[src/include/tmcc_consts.svh]
// constants for the dual 16-bit timer/counter block
// What this block does
// - with filter enabled, filtered capture input changes only after four equal samples
// - filter adds exactly four clock cycles to capture recognition
// - edge select bit: zero means falling edge, one means rising edge
// - a qualifying capture trigger copies the 16-bit counter into the capture register
// - a capture trigger also sets the capture flag for the interrupt logic
// - modes using the capture register as top ignore the capture pin
// - clock codes 0..5: stopped, undivided, /8, /64, /256, /1024
// - instance one: code 6 counts falling, code 7 rising edges of external pin
// - external pin edges count even while that pin is driven as output
// - instance three: code 6 divides by 16, code 7 divides by 32
// - counter read and written as two bytes through an 8-bit high-byte latch
// - one high-byte latch serves the counter and compare registers of both instances; the capture register has no port access
// - after a counter write, matches are suppressed on the next timer tick
// - each compare register is compared with the counter on every tick except the first after a counter write
// - compare writes update both bytes at once through the shared latch
// - mode bits of register B and two of register A select sequence and top
`ifndef TMCC_CONSTS_SVH
`define TMCC_CONSTS_SVH

// register port map: bit 3 picks the instance, bits 2:0 the register
`define TMCC_ADDR_W         5
`define TMCC_SUB_CTRLB      3'h0
`define TMCC_SUB_CNT_L      3'h1
`define TMCC_SUB_CNT_H      3'h2
`define TMCC_SUB_CMPA_L     3'h3
`define TMCC_SUB_CMPA_H     3'h4
`define TMCC_SUB_CMPB_L     3'h5
`define TMCC_SUB_CMPB_H     3'h6

// control register b fields
`define TMCC_BIT_FILTER     7
`define TMCC_BIT_EDGE       6
`define TMCC_BIT_RSVD       5
`define TMCC_MODE_HI        4
`define TMCC_MODE_LO        3
`define TMCC_CS_HI          2
`define TMCC_CTRLB_WMASK    8'hdf
`define TMCC_RST_BYTE       8'h00
`define TMCC_RST_WORD       16'h0000

// clock select codes
`define TMCC_CS_STOP        3'h0
`define TMCC_CS_DIV1        3'h1
`define TMCC_CS_DIV8        3'h2
`define TMCC_CS_DIV64       3'h3
`define TMCC_CS_DIV256      3'h4
`define TMCC_CS_DIV1024     3'h5
`define TMCC_CS_CODE6       3'h6
`define TMCC_CS_CODE7       3'h7

// prescaler taps, as log2 of the division
`define TMCC_PRE_W          10
`define TMCC_LOG_DIV8       3
`define TMCC_LOG_DIV16      4
`define TMCC_LOG_DIV32      5
`define TMCC_LOG_DIV64      6
`define TMCC_LOG_DIV256     8
`define TMCC_LOG_DIV1024    10

// fixed top values
`define TMCC_TOP_8BIT       16'h00ff
`define TMCC_TOP_9BIT       16'h01ff
`define TMCC_TOP_10BIT      16'h03ff
`define TMCC_TOP_MAX        16'hffff
`define TMCC_ONE_WORD       16'h0001

// noise filter depth in samples
`define TMCC_FILT_DEPTH     4

`endif

[src/include/tmcc_pkg.sv]
// types for the dual 16-bit timer/counter block
package tmcc_pkg;

  // capture front end state
  typedef struct packed {
    logic [3:0] hist;
    logic       level;
    logic       event_p;
  } tmcc_front_t;

  // whole state of both timer instances, index 0 is timer one, 1 is timer three
  typedef struct packed {
    logic [1:0][7:0]  ctrlb;
    logic [1:0][15:0] cnt;
    logic [1:0][15:0] cmpa;
    logic [1:0][15:0] cmpb;
    logic [1:0][15:0] icr;
    logic [1:0]       dir_down;
    logic [1:0]       blocked;
    logic [1:0]       match_a;
    logic [1:0]       match_b;
    logic [1:0]       cap_set;
    logic [7:0]       temp;
    logic [7:0]       rdata;
    logic             ext_prev;
    logic [9:0]       pre;
  } tmcc_state_t;

endpackage : tmcc_pkg
[src/include/tmcc_cap_if.sv]
// carrier between the timer core and a capture front end
interface tmcc_cap_if;
  logic pin;
  logic filter_en;
  logic rise_sel;
  logic enable;
  logic cap_event;

  modport front (
    input  pin,
    input  filter_en,
    input  rise_sel,
    input  enable,
    output cap_event
  );

  modport core (
    output pin,
    output filter_en,
    output rise_sel,
    output enable,
    input  cap_event
  );
endinterface : tmcc_cap_if

[src/core/tmcc_capture_front.sv]
// capture pin noise filter and edge detector
`include "tmcc_consts.svh"

module tmcc_capture_front (
  // clock and reset
  input wire logic    clk_sys_i,
  input wire logic    nrst_i,
  // link to the timer core
  tmcc_cap_if.front   cap
);

  tmcc_pkg::tmcc_front_t s_r;
  tmcc_pkg::tmcc_front_t s_nxt;

  // the sample history is a fixed four-bit field, so any other depth is refused
  if (`TMCC_FILT_DEPTH != 4) begin : g_depth_chk
    $error("filter depth must be four");
  end

  ////////////////////////////////////////////////////////////////////////////
  always_comb begin
    s_nxt         = s_r;
    s_nxt.hist    = {s_r.hist[2:0], cap.pin};
    s_nxt.event_p = 1'b0;
    if (cap.filter_en) begin
      // level moves only once all four stored samples agree, four cycles late
      if ((&s_r.hist) || (~|s_r.hist)) begin
        s_nxt.level = s_r.hist[0];
      end
    end else begin
      s_nxt.level = cap.pin;
    end
    // ignored pin in capture-as-top modes, edge chosen by select bit
    if (cap.enable && (s_nxt.level != s_r.level) && (s_nxt.level == cap.rise_sel)) begin
      s_nxt.event_p = 1'b1;
    end
  end

  always_ff @(posedge clk_sys_i or negedge nrst_i) begin
    if (!nrst_i) begin
      s_r <= '0;
    end else begin
      s_r <= s_nxt;
    end
  end

  assign cap.cap_event = s_r.event_p;

endmodule : tmcc_capture_front

[src/core/tmcc_timer_top.sv]
// two 16-bit timer/counters with byte-wide register port and capture
`include "tmcc_consts.svh"

module tmcc_timer_top (
  // clock and reset
  input  wire logic                        clk_sys_i,
  input  wire logic                        nrst_i,
  // byte-wide register port
  input  wire logic [`TMCC_ADDR_W-1:0]     addr_i,
  input  wire logic                        wr_i,
  input  wire logic                        rd_i,
  input  wire logic [7:0]                  wdata_i,
  output logic      [7:0]                  rdata_o,
  // low waveform mode bits from control register a, per instance
  input  wire logic [1:0][1:0]             mode_lower_i,
  // pins
  input  wire logic [1:0]                  capture_pin_i,
  input  wire logic                        external_count_pin_i,
  // timer state and events, per instance
  output logic      [1:0][15:0]            counter_value_o,
  output logic      [1:0][15:0]            capture_register_o,
  output logic      [1:0]                  capture_flag_set_o,
  output logic      [1:0]                  match_a_o,
  output logic      [1:0]                  match_b_o
);

  tmcc_pkg::tmcc_state_t s_r;
  tmcc_pkg::tmcc_state_t s_nxt;
  logic [1:0]            cap_ev;

  ////////////////////////////////////////////////////////////////////////////
  // helper functions

  // four-bit waveform mode code
  function automatic logic [3:0] mode_of(input logic [7:0] cb, input logic [1:0] lo);
    mode_of = {cb[`TMCC_MODE_HI:`TMCC_MODE_LO], lo};
  endfunction : mode_of

  // modes 8, 10, 12 and 14 take the capture register as top
  function automatic logic icr_top(input logic [3:0] m);
    icr_top = m[3] && !m[0] && (m != 4'h0);
  endfunction : icr_top

  // dual slope modes count up then down
  function automatic logic dual_slope(input logic [3:0] m);
    case (m)
      4'h1, 4'h2, 4'h3, 4'h8, 4'h9, 4'ha, 4'hb: dual_slope = 1'b1;
      default:                                  dual_slope = 1'b0;
    endcase
  endfunction : dual_slope

  // top value of the counting sequence; reserved mode 13 runs to full scale
  function automatic logic [15:0] top_of(input logic [3:0] m, input logic [15:0] a, input logic [15:0] ic);
    case (m)
      4'h1, 4'h5:                top_of = `TMCC_TOP_8BIT;
      4'h2, 4'h6:                top_of = `TMCC_TOP_9BIT;
      4'h3, 4'h7:                top_of = `TMCC_TOP_10BIT;
      4'h4, 4'h9, 4'hb, 4'hf:    top_of = a;
      4'h8, 4'ha, 4'hc, 4'he:    top_of = ic;
      default:                   top_of = `TMCC_TOP_MAX;
    endcase
  endfunction : top_of

  // one timer tick from the shared prescaler or the external pin
  function automatic logic tick_of(input logic [2:0] cs, input logic inst3, input logic [9:0] pre,
                                   input logic ext_rise, input logic ext_fall);
    case (cs)
      `TMCC_CS_STOP:    tick_of = 1'b0;
      `TMCC_CS_DIV1:    tick_of = 1'b1;
      `TMCC_CS_DIV8:    tick_of = &pre[`TMCC_LOG_DIV8-1:0];
      `TMCC_CS_DIV64:   tick_of = &pre[`TMCC_LOG_DIV64-1:0];
      `TMCC_CS_DIV256:  tick_of = &pre[`TMCC_LOG_DIV256-1:0];
      `TMCC_CS_DIV1024: tick_of = &pre[`TMCC_LOG_DIV1024-1:0];
      `TMCC_CS_CODE6:   tick_of = inst3 ? (&pre[`TMCC_LOG_DIV16-1:0]) : ext_fall;
      `TMCC_CS_CODE7:   tick_of = inst3 ? (&pre[`TMCC_LOG_DIV32-1:0]) : ext_rise;
      default:          tick_of = 1'b0;
    endcase
  endfunction : tick_of

  ////////////////////////////////////////////////////////////////////////////
  // capture front ends, one per instance

  tmcc_cap_if cif[2] ();

  for (genvar g = 0; g < 2; g++) begin : g_cap
    assign cif[g].pin       = capture_pin_i[g];
    assign cif[g].filter_en = s_r.ctrlb[g][`TMCC_BIT_FILTER];
    assign cif[g].rise_sel  = s_r.ctrlb[g][`TMCC_BIT_EDGE];
    assign cif[g].enable    = !icr_top(mode_of(s_r.ctrlb[g], mode_lower_i[g]));
    assign cap_ev[g]        = cif[g].cap_event;

    tmcc_capture_front u_front (
      .clk_sys_i (clk_sys_i),
      .nrst_i    (nrst_i),
      .cap       (cif[g])
    );
  end

  ////////////////////////////////////////////////////////////////////////////
  // next state

  always_comb begin
    logic       ext_rise;
    logic       ext_fall;
    logic       tk;
    logic [3:0] md;
    logic [15:0] top;
    logic       t;
    logic [2:0] sub;
    logic       hit;
    ext_rise = 1'b0;
    ext_fall = 1'b0;
    tk       = 1'b0;
    md       = 4'h0;
    top      = `TMCC_RST_WORD;
    t        = addr_i[3];
    sub      = addr_i[2:0];
    hit      = (addr_i[4] == 1'b0) && (addr_i[2:0] != 3'h7);

    s_nxt          = s_r;
    s_nxt.pre      = s_r.pre + 10'h001;
    s_nxt.match_a  = 2'b00;
    s_nxt.match_b  = 2'b00;
    s_nxt.cap_set  = 2'b00;
    // pin sampled whatever its direction, so software can clock the counter
    s_nxt.ext_prev = external_count_pin_i;
    ext_rise       = external_count_pin_i && !s_r.ext_prev;
    ext_fall       = !external_count_pin_i && s_r.ext_prev;

    for (int i = 0; i < 2; i++) begin
      md  = mode_of(s_r.ctrlb[i], mode_lower_i[i]);
      top = top_of(md, s_r.cmpa[i], s_r.icr[i]);
      tk  = tick_of(s_r.ctrlb[i][`TMCC_CS_HI:0], i[0], s_r.pre, ext_rise, ext_fall);

      // capture takes the counter as it stands when the event arrives
      if (cap_ev[i]) begin
        s_nxt.icr[i]     = s_r.cnt[i];
        s_nxt.cap_set[i] = 1'b1;
      end

      if (tk) begin
        if (s_r.blocked[i]) begin
          // first tick after a counter write gives no match
          s_nxt.blocked[i] = 1'b0;
        end else begin
          s_nxt.match_a[i] = (s_r.cnt[i] == s_r.cmpa[i]);
          s_nxt.match_b[i] = (s_r.cnt[i] == s_r.cmpb[i]);
        end
        if (dual_slope(md)) begin
          if (!s_r.dir_down[i]) begin
            if (s_r.cnt[i] >= top) begin
              s_nxt.dir_down[i] = 1'b1;
              s_nxt.cnt[i]      = s_r.cnt[i] - `TMCC_ONE_WORD;
            end else begin
              s_nxt.cnt[i] = s_r.cnt[i] + `TMCC_ONE_WORD;
            end
          end else begin
            if (s_r.cnt[i] == `TMCC_RST_WORD) begin
              s_nxt.dir_down[i] = 1'b0;
              s_nxt.cnt[i]      = `TMCC_ONE_WORD;
            end else begin
              s_nxt.cnt[i] = s_r.cnt[i] - `TMCC_ONE_WORD;
            end
          end
        end else begin
          s_nxt.dir_down[i] = 1'b0;
          // a counter beyond top, after a write, runs on through full scale
          if (s_r.cnt[i] == top) begin
            s_nxt.cnt[i] = `TMCC_RST_WORD;
          end else begin
            s_nxt.cnt[i] = s_r.cnt[i] + `TMCC_ONE_WORD;
          end
        end
      end
    end

    // register writes; a counter write wins over the tick in the same cycle
    if (wr_i && hit) begin
      case (sub)
        `TMCC_SUB_CTRLB: begin
          s_nxt.ctrlb[t] = wdata_i & `TMCC_CTRLB_WMASK;
        end
        `TMCC_SUB_CNT_H, `TMCC_SUB_CMPA_H, `TMCC_SUB_CMPB_H: begin
          // every high byte goes to the one shared latch
          s_nxt.temp = wdata_i;
        end
        `TMCC_SUB_CNT_L: begin
          s_nxt.cnt[t]     = {s_r.temp, wdata_i};
          s_nxt.blocked[t] = 1'b1;
        end
        `TMCC_SUB_CMPA_L: begin
          s_nxt.cmpa[t] = {s_r.temp, wdata_i};
        end
        `TMCC_SUB_CMPB_L: begin
          s_nxt.cmpb[t] = {s_r.temp, wdata_i};
        end
        default: begin
        end
      endcase
    end

    // register reads; answer appears one cycle after the strobe
    if (rd_i) begin
      s_nxt.rdata = `TMCC_RST_BYTE;
      if (hit) begin
        case (sub)
          `TMCC_SUB_CTRLB: begin
            s_nxt.rdata = s_r.ctrlb[t];
          end
          `TMCC_SUB_CNT_L: begin
            // low read snapshots the high byte so a later high read matches it
            s_nxt.rdata = s_r.cnt[t][7:0];
            s_nxt.temp  = s_r.cnt[t][15:8];
          end
          `TMCC_SUB_CNT_H: begin
            s_nxt.rdata = s_r.temp;
          end
          `TMCC_SUB_CMPA_L: begin
            s_nxt.rdata = s_r.cmpa[t][7:0];
          end
          `TMCC_SUB_CMPA_H: begin
            s_nxt.rdata = s_r.cmpa[t][15:8];
          end
          `TMCC_SUB_CMPB_L: begin
            s_nxt.rdata = s_r.cmpb[t][7:0];
          end
          `TMCC_SUB_CMPB_H: begin
            s_nxt.rdata = s_r.cmpb[t][15:8];
          end
          default: begin
            s_nxt.rdata = `TMCC_RST_BYTE;
          end
        endcase
      end
    end
  end

  ////////////////////////////////////////////////////////////////////////////
  // state register

  always_ff @(posedge clk_sys_i or negedge nrst_i) begin
    if (!nrst_i) begin
      s_r <= '0;
    end else begin
      s_r <= s_nxt;
    end
  end

  ////////////////////////////////////////////////////////////////////////////
  // outputs, all straight from the state register

  assign rdata_o            = s_r.rdata;
  assign counter_value_o    = s_r.cnt;
  assign capture_register_o = s_r.icr;
  assign capture_flag_set_o = s_r.cap_set;
  assign match_a_o          = s_r.match_a;
  assign match_b_o          = s_r.match_b;

endmodule : tmcc_timer_top

[config.mk]
export PLATFORM = sky130hd
export DESIGN_NAME = tmcc_timer_top
export DESIGN_NICKNAME = d
export VERILOG_FILES = /design/src/include/tmcc_pkg.sv /design/src/include/tmcc_cap_if.sv /design/src/core/tmcc_capture_front.sv /design/src/core/tmcc_timer_top.sv
export VERILOG_INCLUDE_DIRS = /design/src /design/src/include
export SDC_FILE = /design/constraint.sdc
export NUM_CORES = 1
export LEC_CHECK = 0
export BUFFER_PORTS_ARGS = -buffer_cell sky130_fd_sc_hd__buf_2
export CAP_MARGIN = 20
export CORE_MARGIN = 2
export CORE_UTILIZATION = 55
export DETAILED_ROUTE_END_ITERATION = 8
export PLACE_DENSITY = 0.77
export SLEW_MARGIN = 20
export SYNTH_ARGS = -nofsm -noshare
export SYNTH_HDL_FRONTEND = slang
export SYNTH_SLANG_ARGS = --single-unit
[constraint.sdc]
create_clock -name clk_sys_i -period 4.4 [get_ports clk_sys_i]
set_input_delay 0.44 -clock clk_sys_i [delete_from_list [all_inputs] [get_ports clk_sys_i]]
set_output_delay 0.44 -clock clk_sys_i [all_outputs]
set_load 0.02 [all_outputs]
* After elaboration in Yosys (flattened, before gate mapping)
Cells that the tools add are included.
W data, S select, Z words.
** Word-level totals
- Output and inout bits :: 78
- Input bits :: 24
- Flip-flop bits (word level) :: 193
** Operators by class
- Magnitude comparators :: 4
- Bitwise logic cells :: 2
- Equality and inequality tests :: 59
- Muxes and demuxes :: 76
- Reductions and logical operators :: 56
- Add/sub/neg operators :: 5
** Operators with widths (count)
- $mux W16 :: 21
- $pmux W16 S5 :: 2
- $bwmux W32 :: 3
- $eq A16 B16 Y1 :: 6
- $mux W32 :: 3
- $mux W96 :: 1
- $eq A4 B4 Y1 const B :: 14
- $pmux W8 S7 :: 1
- $mux W8 :: 6
- $eq A3 B3 Y1 const B :: 11
- $add A16 B1 Y16 const B :: 2
- $eq A4 B3 Y1 const B :: 8
- $ge A16 B16 Y1 :: 2
- $logic_not A16 Y1 :: 2
- $sub A16 B1 Y16 const B :: 2
- $mux W1 :: 31
- $reduce_or A4 Y1 :: 6
- $eq A3 B2 Y1 const B :: 6
- $bwmux W16 :: 1
- $demux W16 S1 :: 1
- $eq A4 B2 Y1 const B :: 4
- $pmux W1 S8 :: 2
- $reduce_or A7 Y1 :: 2
- $logic_and A1 B1 Y1 :: 13
- other kinds (26) :: 52

* Depth between registers and ports, before layout
Gate-level depths: netlist of the first run.
- Depth in word-level cells :: 11
- Mapped depth :: 17

* Cells and area by module
Synthesis of the first run repeated with hierarchy kept, for this count alone.
** Unflattened totals
- Cell total of the unflattened synthesis :: 1390
- Area total of the unflattened synthesis :: 12841.1 um^2
** By module, submodules not included
- tmcc_timer_top :: cells an instance 1362, seq. area each 4479.3 um^2, area an instance 12403.1 um^2, instances 1
- tmcc_capture_front :: cells an instance 14, seq. area each 150.1 um^2, area an instance 219.0 um^2, instances 2

* Least setup slack after synthesis of the first run
Ideal clock, no wire load.
- Path type :: input -> register
- Start point :: input mode_lower_i[1] in the netlist's numbering
- End point :: register s_r (netlist bit counter_value_o[7])
- Slack :: 974 ps
- Stages on the path :: 15
- Data arrival time :: 3298 ps
- Cell sequence :: clkbuf_1 > nor2b_1 > clkbuf_1 > or3_1 > o21ai_0 > a21oi_1 > ha_1 > nor2b_1 > o221ai_1 > a221oi_2 > nand2_1 > clkbuf_1 > mux2_2 > a221oi_1 > o21ai_1
** RTL lines
- start, declared :: line tmcc_timer_top.sv:15 : input wire logic [1:0][1:0] mode_lower_i,
- end signal, assigned :: line tmcc_timer_top.sv:245 : s_r <= s_nxt;
- end, declared :: line tmcc_timer_top.sv:27 : tmcc_pkg::tmcc_state_t s_r;

==> flow_summary.toml, run 1 <==
[route]
first_iter_violations = 1493
drc = 0
routed_via_density = 6.50
wl_um = 40700
vias = 11100
ant_nets = 0
wl_per_cell_um = 23.8
firstDrtPassIters = 5

[placement]
port-buffer-count = 101
dpl_worst_slack_ns = 0.239
dp_hpwl_um = 28000
post-place-cells = 1677
place_congestion = 0.977

[clock_tree]
cts_sinks = 191
cts_tree = "done"
hold_buffers = 0
clk_path_buf_depth = 2
clock_latency_ns = 0.45
postCtsSetupRepairBufs = 0
cts_inserted_buffers = 17
htree_num_levels = 4
cts_resized = 0
cts_root_buf = "clkbuf_16"
cts.clk_slew.worst_paths_ns = 0.08

[synth]
synth_fp_nets = 1460
ys_ff_latch = 191
yosysSeqAreaShare = 0.369
synthTopCellsByArea = "dfrtp_1, mux2_2, xor2_1"
netlist_instances = 1396
yosys.area.top_type = "dfrtp_1"
yosysWarnings = 0
synth_ff_type = "dfrtp_1"
yosysUniqueCellTypes = 69
synth_edf_count = 0
ys_async_sr_fraction = 1.00
avgSynthCellArea_um2 = 9.28
syn_area_um2 = 13000
synth_top_area_frac = 0.369

[flow_run]
drv_cap = 0

[layout]
antennaDiodeCount = 0
layout_commonest_cell = "dfrtp_1"
drive_gt1_frac = 0.226
final_cell_mix = "dfrtp_1, mux2_2, nor2_1"
nets = 1441
final_cells = 1709
area_delta_synth_final_pct = 6.37

[timing]
fin_crit_sh = 0.925
finalClockSkew_ns = 0.0131
setup_viol = 0
slew_headroom = 0.207
slew_viol_final = 0
setup_ws_ns = 0.330
period_needed_ns = 4.07
setup_tns_ns = 0
worst_slew_pin_slew_ns = 1.19
hold_viol_final = 0
max_freq_ghz = 0.246
rsz0062_at_grt = "false"

[setup_path]
cp-end-kind = "register"
rrSetupSlack_ns = 0.33
required_ns = 4.72
worstSetupStartpoint = "s_r[176]"
worstPathMaxFanout = 15
crit_path_end = "counter_value_o[29]"
worstPathArrival_ns = 4.39
startpoint_type = "register"
path_class = "register to register"
r2r_cells = 12
r2r_start = "s_r[176]"
worstReg2RegEnd = "counter_value_o[29]"

[global_route]
grt_pass1_wl_um = 62200
grt_antenna_before_repair = 0
grt_overflow_total = 0
grt_max_degree = 103
grt_pass1_vias = 10800
grt.total_usage = 0.334

[floorplanning]
core-area_um2 = 23300
initial_core_util = 0.555
dieArea_um2 = 24800
die_h_um = 158
die_w_um = 158
num_rows = 56
boundaryPins = 102

[power_and_ir_drop]
p_leak_uw = 0.00615
ir_drop_mv = 0.259
powerDensity_nw_per_um2 = 605

[outcome]
status = "completed"

[min_path]
hold_path.class = "primary input to async pin"
## kinds of logic (layout without fill, tap and decap cells)
| logic type | after synthesis | after routing | synth area share |
|---|---|---|---|
| adder cells (fa/ha/maj) | 40 | 40 | 0.0386 |
| buffers and inverters | 209 | 203 | 0.0860 |
| AO/OA/AOI/OAI | 323 | 323 | 0.161 |
| AND/OR/NAND/NOR | 390 | 390 | 0.154 |
| flip-flops | 191 | 191 | 0.369 |
| multiplexers | 163 | 163 | 0.138 |
| XOR/XNOR | 80 | 80 | 0.0541 |
## through the flow
stage	hold slack, ns	power [µW]	area (µm²)	util
6_report	0.0595	8330	13800	0.591
5_1_grt	0.105	8750	13800	0.591
4_1_cts	0.0978	8240	13800	0.591
3_5_place_dp	0.364	6640	13200	0.565
3_3_place_gp	0.368	6550	13200	0.565
2_1_floorplan	0.144	5640	13000	-
## state kept, by name, indices dropped and copies added, names as in the netlist, 4 cells and up
name	flops
rdata_o	8
counter_value_o	32
g_cap.u_front.s_nxt	6
s_r	97
capture_register_o	32
g_cap.u_front.s_r	4
## layout make-up
class	count	area (µm²)
tap	319	399
timing repair buffer	142	835
clock inverter	15	168
fill	2017	9550
clock buffer	17	425
sequential	191	4780
multi-input combinational	996	7070
inverter	29	109
## cell usage after synthesis (8+ instances only)
library cell	number
inv_1	29
buf_4	79
xor2_1	70
nand3_1	35
a31oi_1	15
nor3_1	35
and3_1	14
a221oi_1	8
xnor2_1	10
a21oi_1	89
nand2_1	70
mux2_2	123
clkbuf_1	69
nor2b_1	21
o22ai_1	24
nand4_1	16
a22o_1	8
buf_1	15
o21ai_0	62
nor2_1	109
a22oi_1	14
nand2b_1	13
dfrtp_1	191
a211oi_1	31
ha_1	40
o211ai_1	14
or3_1	19
buf_2	15
mux2i_1	40
nor4_1	23
## routing by layer
layer	wire [µm]	GRT usage
met5	0	0
met4	1370	0.145
met3	4110	0.0798
met2	18100	0.500
met1	17100	0.461
## worst max-delay path: stages, from the launching register on
cell,delay [ns]
dfrtp_1,0.34
nor2b_1,0.41
mux2i_1,0.66
a211oi_1,0.12
ha_1,0.33
nor2b_1,0.14
o211ai_1,0.17
a211o_1,0.15
and4_1,0.34
nand2b_1,0.58
o21ai_0,0.19
a222oi_1,0.39
a21oi_1,0.12
## worst min-delay path by stage
stage                                    startpoint                   endpoint  slack [ns]
final                                        nrst_i         counter_value_o[3]        0.06
after global routing               capture_pin_i[0]  g_cap[0].u_front.s_nxt[3]        0.11
after CTS                                    nrst_i         counter_value_o[3]         0.1
after detailed placement  g_cap[1].u_front.s_nxt[4]  g_cap[1].u_front.s_nxt[5]        0.36
after global placement    g_cap[1].u_front.s_nxt[4]  g_cap[1].u_front.s_nxt[5]        0.37
after floorplan                              nrst_i      capture_flag_set_o[0]        0.14
## where the power goes
| part | leakage [µW] | switching [µW] | total, µW | internal (µW) |
|---|---|---|---|---|
| Clock | 0.000286 | 780 | 1590 | 812 |
| Sequential | 0.00238 | 889 | 3100 | 2220 |
| Combinational | 0.00349 | 2180 | 3640 | 1460 |
| Total | 0.00615 | 3850 | 8330 | 4490 |
(Power assumes the default switching activity.)
==> run 2, diff against run 1 <==
CORE_UTILIZATION = 50   (was 55)
PLACE_DENSITY = 0.71   (was 0.77)
==> flow_summary.toml, run 2 (synthesis results as in run 1) <==
[flow_run]
drv_cap = 0

[layout]
area_delta_synth_final_pct = 6.44
largest_register = "s_r"
multi_input_area_um2 = 7070
seqCellArea_um2 = 4780
largest_reg_flops = 97
drive_gt1_frac = 0.227
finish.utilization = 0.545
layout_commonest_cell = "dfrtp_1"
final_cell_mix = "dfrtp_1, mux2_2, nor2_1"
nets = 1443
nFillCells = 2267
final_cells = 1723

[clock_tree]
cts_sinks = 191
cts_resized = 0
clk_path_buf_depth = 2
postCtsSetupRepairBufs = 0
hold_buffers = 0
clock_latency_ns = 0.45
cts_inserted_buffers = 17
cts_root_buf = "clkbuf_16"
cts_tree = "done"
htree_num_levels = 4
cts.clk_slew.worst_paths_ns = 0.08

[floorplanning]
initial_core_util = 0.512
core-area_um2 = 25300
boundaryPins = 102
die_w_um = 165
dieArea_um2 = 27200
num_rows = 58
die_h_um = 165

[timing]
setup_viol = 0
rsz0062_at_grt = "false"
setup_tns_ns = 0
hold_viol_final = 0
finalClockSkew_ns = 0.0184
max_freq_ghz = 0.258
fin_crit_sh = 0.880
slew_viol_final = 0
worst_slew_pin_slew_ns = 1.01
slew_headroom = 0.329
period_needed_ns = 3.87

[power_and_ir_drop]
ir_drop_mv = 0.279
powerDensity_nw_per_um2 = 601
p_leak_uw = 0.00616
power_uw = 8290

[global_route]
grt_antenna_before_repair = 0
grt_pass1_wl_um = 61600
grt_pass1_vias = 10500
grt.total_usage = 0.300
grt_overflow_total = 0
grt_max_degree = 118

[outcome]
status = "completed"

[min_path]
hold_path.class = "primary input to register"

[placement]
place_congestion = 0.960
port-buffer-count = 101
post-place-cells = 1690
dp_hpwl_um = 28100

[route]
ant_nets = 0
routed_via_density = 6.47
wl_um = 40600
wl_per_cell_um = 23.5
firstDrtPassIters = 5
drc = 0
first_iter_violations = 1272
vias = 11200

[setup_path]
cp-end-kind = "register"
path_class = "register to register"
startpoint_type = "register"
required_ns = 4.71
worstPathArrival_ns = 4.18
worstPathMaxFanout = 19
run 2: power breakdown:
part	switching, µW	internal [µW]
clock	752	788
combinational	2190	1470
sequential	881	2220
run 2: per-stage QoR:
stage | worst slack [ns] | hold slack, ns | area, µm²
final | 0.527 | 0.114 | 13800
after global routing | 0.268 | 0.108 | 13800
after CTS | 0.626 | 0.107 | 13800
after detailed placement | 0.529 | 0.375 | 13200
after global placement | 0.613 | 0.369 | 13200
after floorplan | 0.974 | 0.144 | 13000
run 2: routing by layer:
layer | track usage | wire length [µm] | vias to the layer above | share of wire
met5 | 0 | 0 | - | 0
met4 | 0.105 | 1250 | 0 | 0.031
met3 | 0.0681 | 3820 | 102 | 0.094
met2 | 0.453 | 18000 | 612 | 0.44
met1 | 0.423 | 17500 | 5472 | 0.43
li1 | - | - | 4966 | -
run 2: critical path: stages, from the launching register on:
cell      delay, ns
dfrtp_1        0.72
nor2b_1        0.26
buf_4          0.25
nor2b_1        0.08
a211oi_1       0.40
ha_1           0.33
nand4_1        0.13
nor3_1         0.06
o21bai_1       0.14
and4_1         0.37
nand2b_1       0.27
buf_4          0.24
mux2i_1        0.08
o21ai_0        0.27
o21ai_0        0.12
run 2: final cells by class:
cell class              count  area share
flip-flops and latches    191       0.346
repair buffers            144      0.0616
clock inverters            11     0.00707
inverters                  29     0.00789
clock buffers              21      0.0341
diodes                      1    0.000181
well taps                 330      0.0299
multi-input cells         996       0.513
run 2: path summary, 6_finish.rpt:
path,cells past startpoint,to,slack (ns),from
max in group asynchronous,2,s_r[93],3.30,nrst_i
min in group asynchronous,1,counter_value_o[7],0.13,nrst_i
worst max register to register,14,counter_value_o[17],0.53,s_r[177]
worst max-delay path,14,counter_value_o[17],0.53,s_r[177]
worst min register to register,0,g_cap[0].u_front.s_nxt[5],0.38,g_cap[0].u_front.s_nxt[4]
worst min-delay path,1,g_cap[0].u_front.s_nxt[3],0.11,capture_pin_i[0]
==> run 3, diff against run 2 <==
clock period = 3.58 ns   (was 4.4 ns; I/O delays follow)
==> flow_summary.toml, run 3 (synthesis results as in run 1) <==
[layout]
area_delta_synth_final_pct = 9.05
final_cell_mix = "dfrtp_1, mux2_2, nor2_1"
design_area_um2 = 14100
layout_commonest_cell = "dfrtp_1"
largest_reg_flops = 97
drive_gt1_frac = 0.253
largest_register = "s_r"
antennaDiodeCount = 0
nets = 1484

[global_route]
grt_max_degree = 90
grt_overflow_total = 0
grt_pass1_vias = 11000
grt.total_usage = 0.313
grt_pass1_wl_um = 64200
grt_antenna_before_repair = 0

[timing]
slew_headroom = 0.237
setup_tns_ns = 0
fin_hold_ws_ns = -0.00787
hold_viol_final = 5
finalClockSkew_ns = 0.0105
fin_crit_sh = 0.971
setup_viol = 0
slew_viol_final = 0
worst_slew_pin_slew_ns = 1.14
period_needed_ns = 3.48
max_freq_ghz = 0.288

[setup_path]
critPathBufInv = 2
path_class = "register to register"
rrSetupSlack_ns = 0.10
cp_common_cell = "a21oi_1"
critical-path-max-stage-delay_ns = 0.42
cpMaxStageDelayCell = "dfrtp_2"
worstPathArrival_ns = 3.80
cp_top_family = "compound AO/OA/AOI/OAI gates"
startpoint_type = "register"
required_ns = 3.90
path_cells = "buf_6 -> nand2_1 -> mux2_2 -> a21oi_2 -> a21oi_1 -> ha_1 -> nand4_1 -> or2_1 -> a211o_1 -> and4_1 -> a21boi_2 -> buf_4 -> nor2_2 -> a222oi_1 -> a21oi_1"
cp-end-kind = "register"
worstPathMaxFanout = 15

[floorplanning]
num_rows = 58
initial_core_util = 0.512
die_h_um = 165
core-area_um2 = 25300
dieArea_um2 = 27200
die_w_um = 165
boundaryPins = 102

[clock_tree]
cts_root_buf = "clkbuf_16"
cts_inserted_buffers = 17
hold_buffers = 0
cts.clk_slew.worst_paths_ns = 0.08
cts_tree = "done"
htree_num_levels = 4
cts_sinks = 191
clk_path_buf_depth = 2
clock_latency_ns = 0.45

[flow_run]
drv_cap = 0

[route]
drc = 0
firstDrtPassIters = 6
routed_via_density = 6.41
first_iter_violations = 1288
vias = 11300
wl_per_cell_um = 23.8
wl_um = 42000
ant_nets = 0

[power_and_ir_drop]
p_leak_uw = 0.00635
powerDensity_nw_per_um2 = 740
power_uw = 10500
ir_drop_mv = 0.376

[placement]
place_congestion = 0.968
postPlaceCellArea_um2 = 13500
dp_hpwl_um = 29500
port-buffer-count = 101

[outcome]
status = "finished, violations left"
violations = "hold timing"

[min_path]
hold_path.class = "primary input to async pin"
-- run 3: worst register-to-register path: cells and delay by family, from the launching register on --
| family | cells | cell delay, ns |
|---|---|---|
| buffers and inverters | 2 | 0.32 |
| adders and majority gates | 1 | 0.30 |
| and+or+nand+nor | 5 | 0.81 |
| AOI/OAI and AO/OA | 6 | 1.23 |
| DFF | 1 | 0.42 |
| muxes | 1 | 0.27 |
-- run 3: path summary, 6_finish.rpt --
kind                                                 from                         to  cells past startpoint
worst max register to register                   s_r[177]        counter_value_o[23]                     15
worst max-delay path                             s_r[177]        counter_value_o[23]                     15
max in group asynchronous                          nrst_i     capture_register_o[22]                      2
worst min-delay path                               nrst_i         counter_value_o[7]                      1
worst min register to register  g_cap[1].u_front.s_nxt[4]  g_cap[1].u_front.s_nxt[5]                      0
min in group clk_sys_i                   capture_pin_i[1]  g_cap[1].u_front.s_nxt[3]                      1
-- run 3: metrics by stage --
step / std cells / setup WS, ns / util
after floorplan: 1396 / 0.236 / -
after global placement: 1730 / 0.147 / 0.534
after detailed placement: 1730 / 0.134 / 0.534
after CTS: 1762 / 0.100 / 0.557
after global routing: 1763 / -0.00153 / 0.558
final: 1763 / 0.103 / 0.558
-- run 3: layout make-up --
cell class	count	area, µm²
inverter	29	109
sequential	191	4780
clock buffer	18	429
tap	330	413
timing repair buffer	185	1160
multi-input combinational	996	7080
fill	2276	11200
clock inverter	14	156
-- run 3: per-layer routing --
layer | track usage | share of wire
met4 | 0.121 | 0.032
met3 | 0.0691 | 0.095
met5 | 0 | 0
met1 | 0.432 | 0.42
met2 | 0.481 | 0.45
-- run 3: report_power, final --
group          internal (µW)  switching, µW  leakage [µW]
sequential              2730           1010       0.00237
combinational           1960           2810       0.00370
clock                   1040            906      0.000274
-- run 3: timing repair --
item                                    CTS  global route
endpoints found under the setup margin    0            23
resized for setup                         0            12
buffers inserted                          0             1
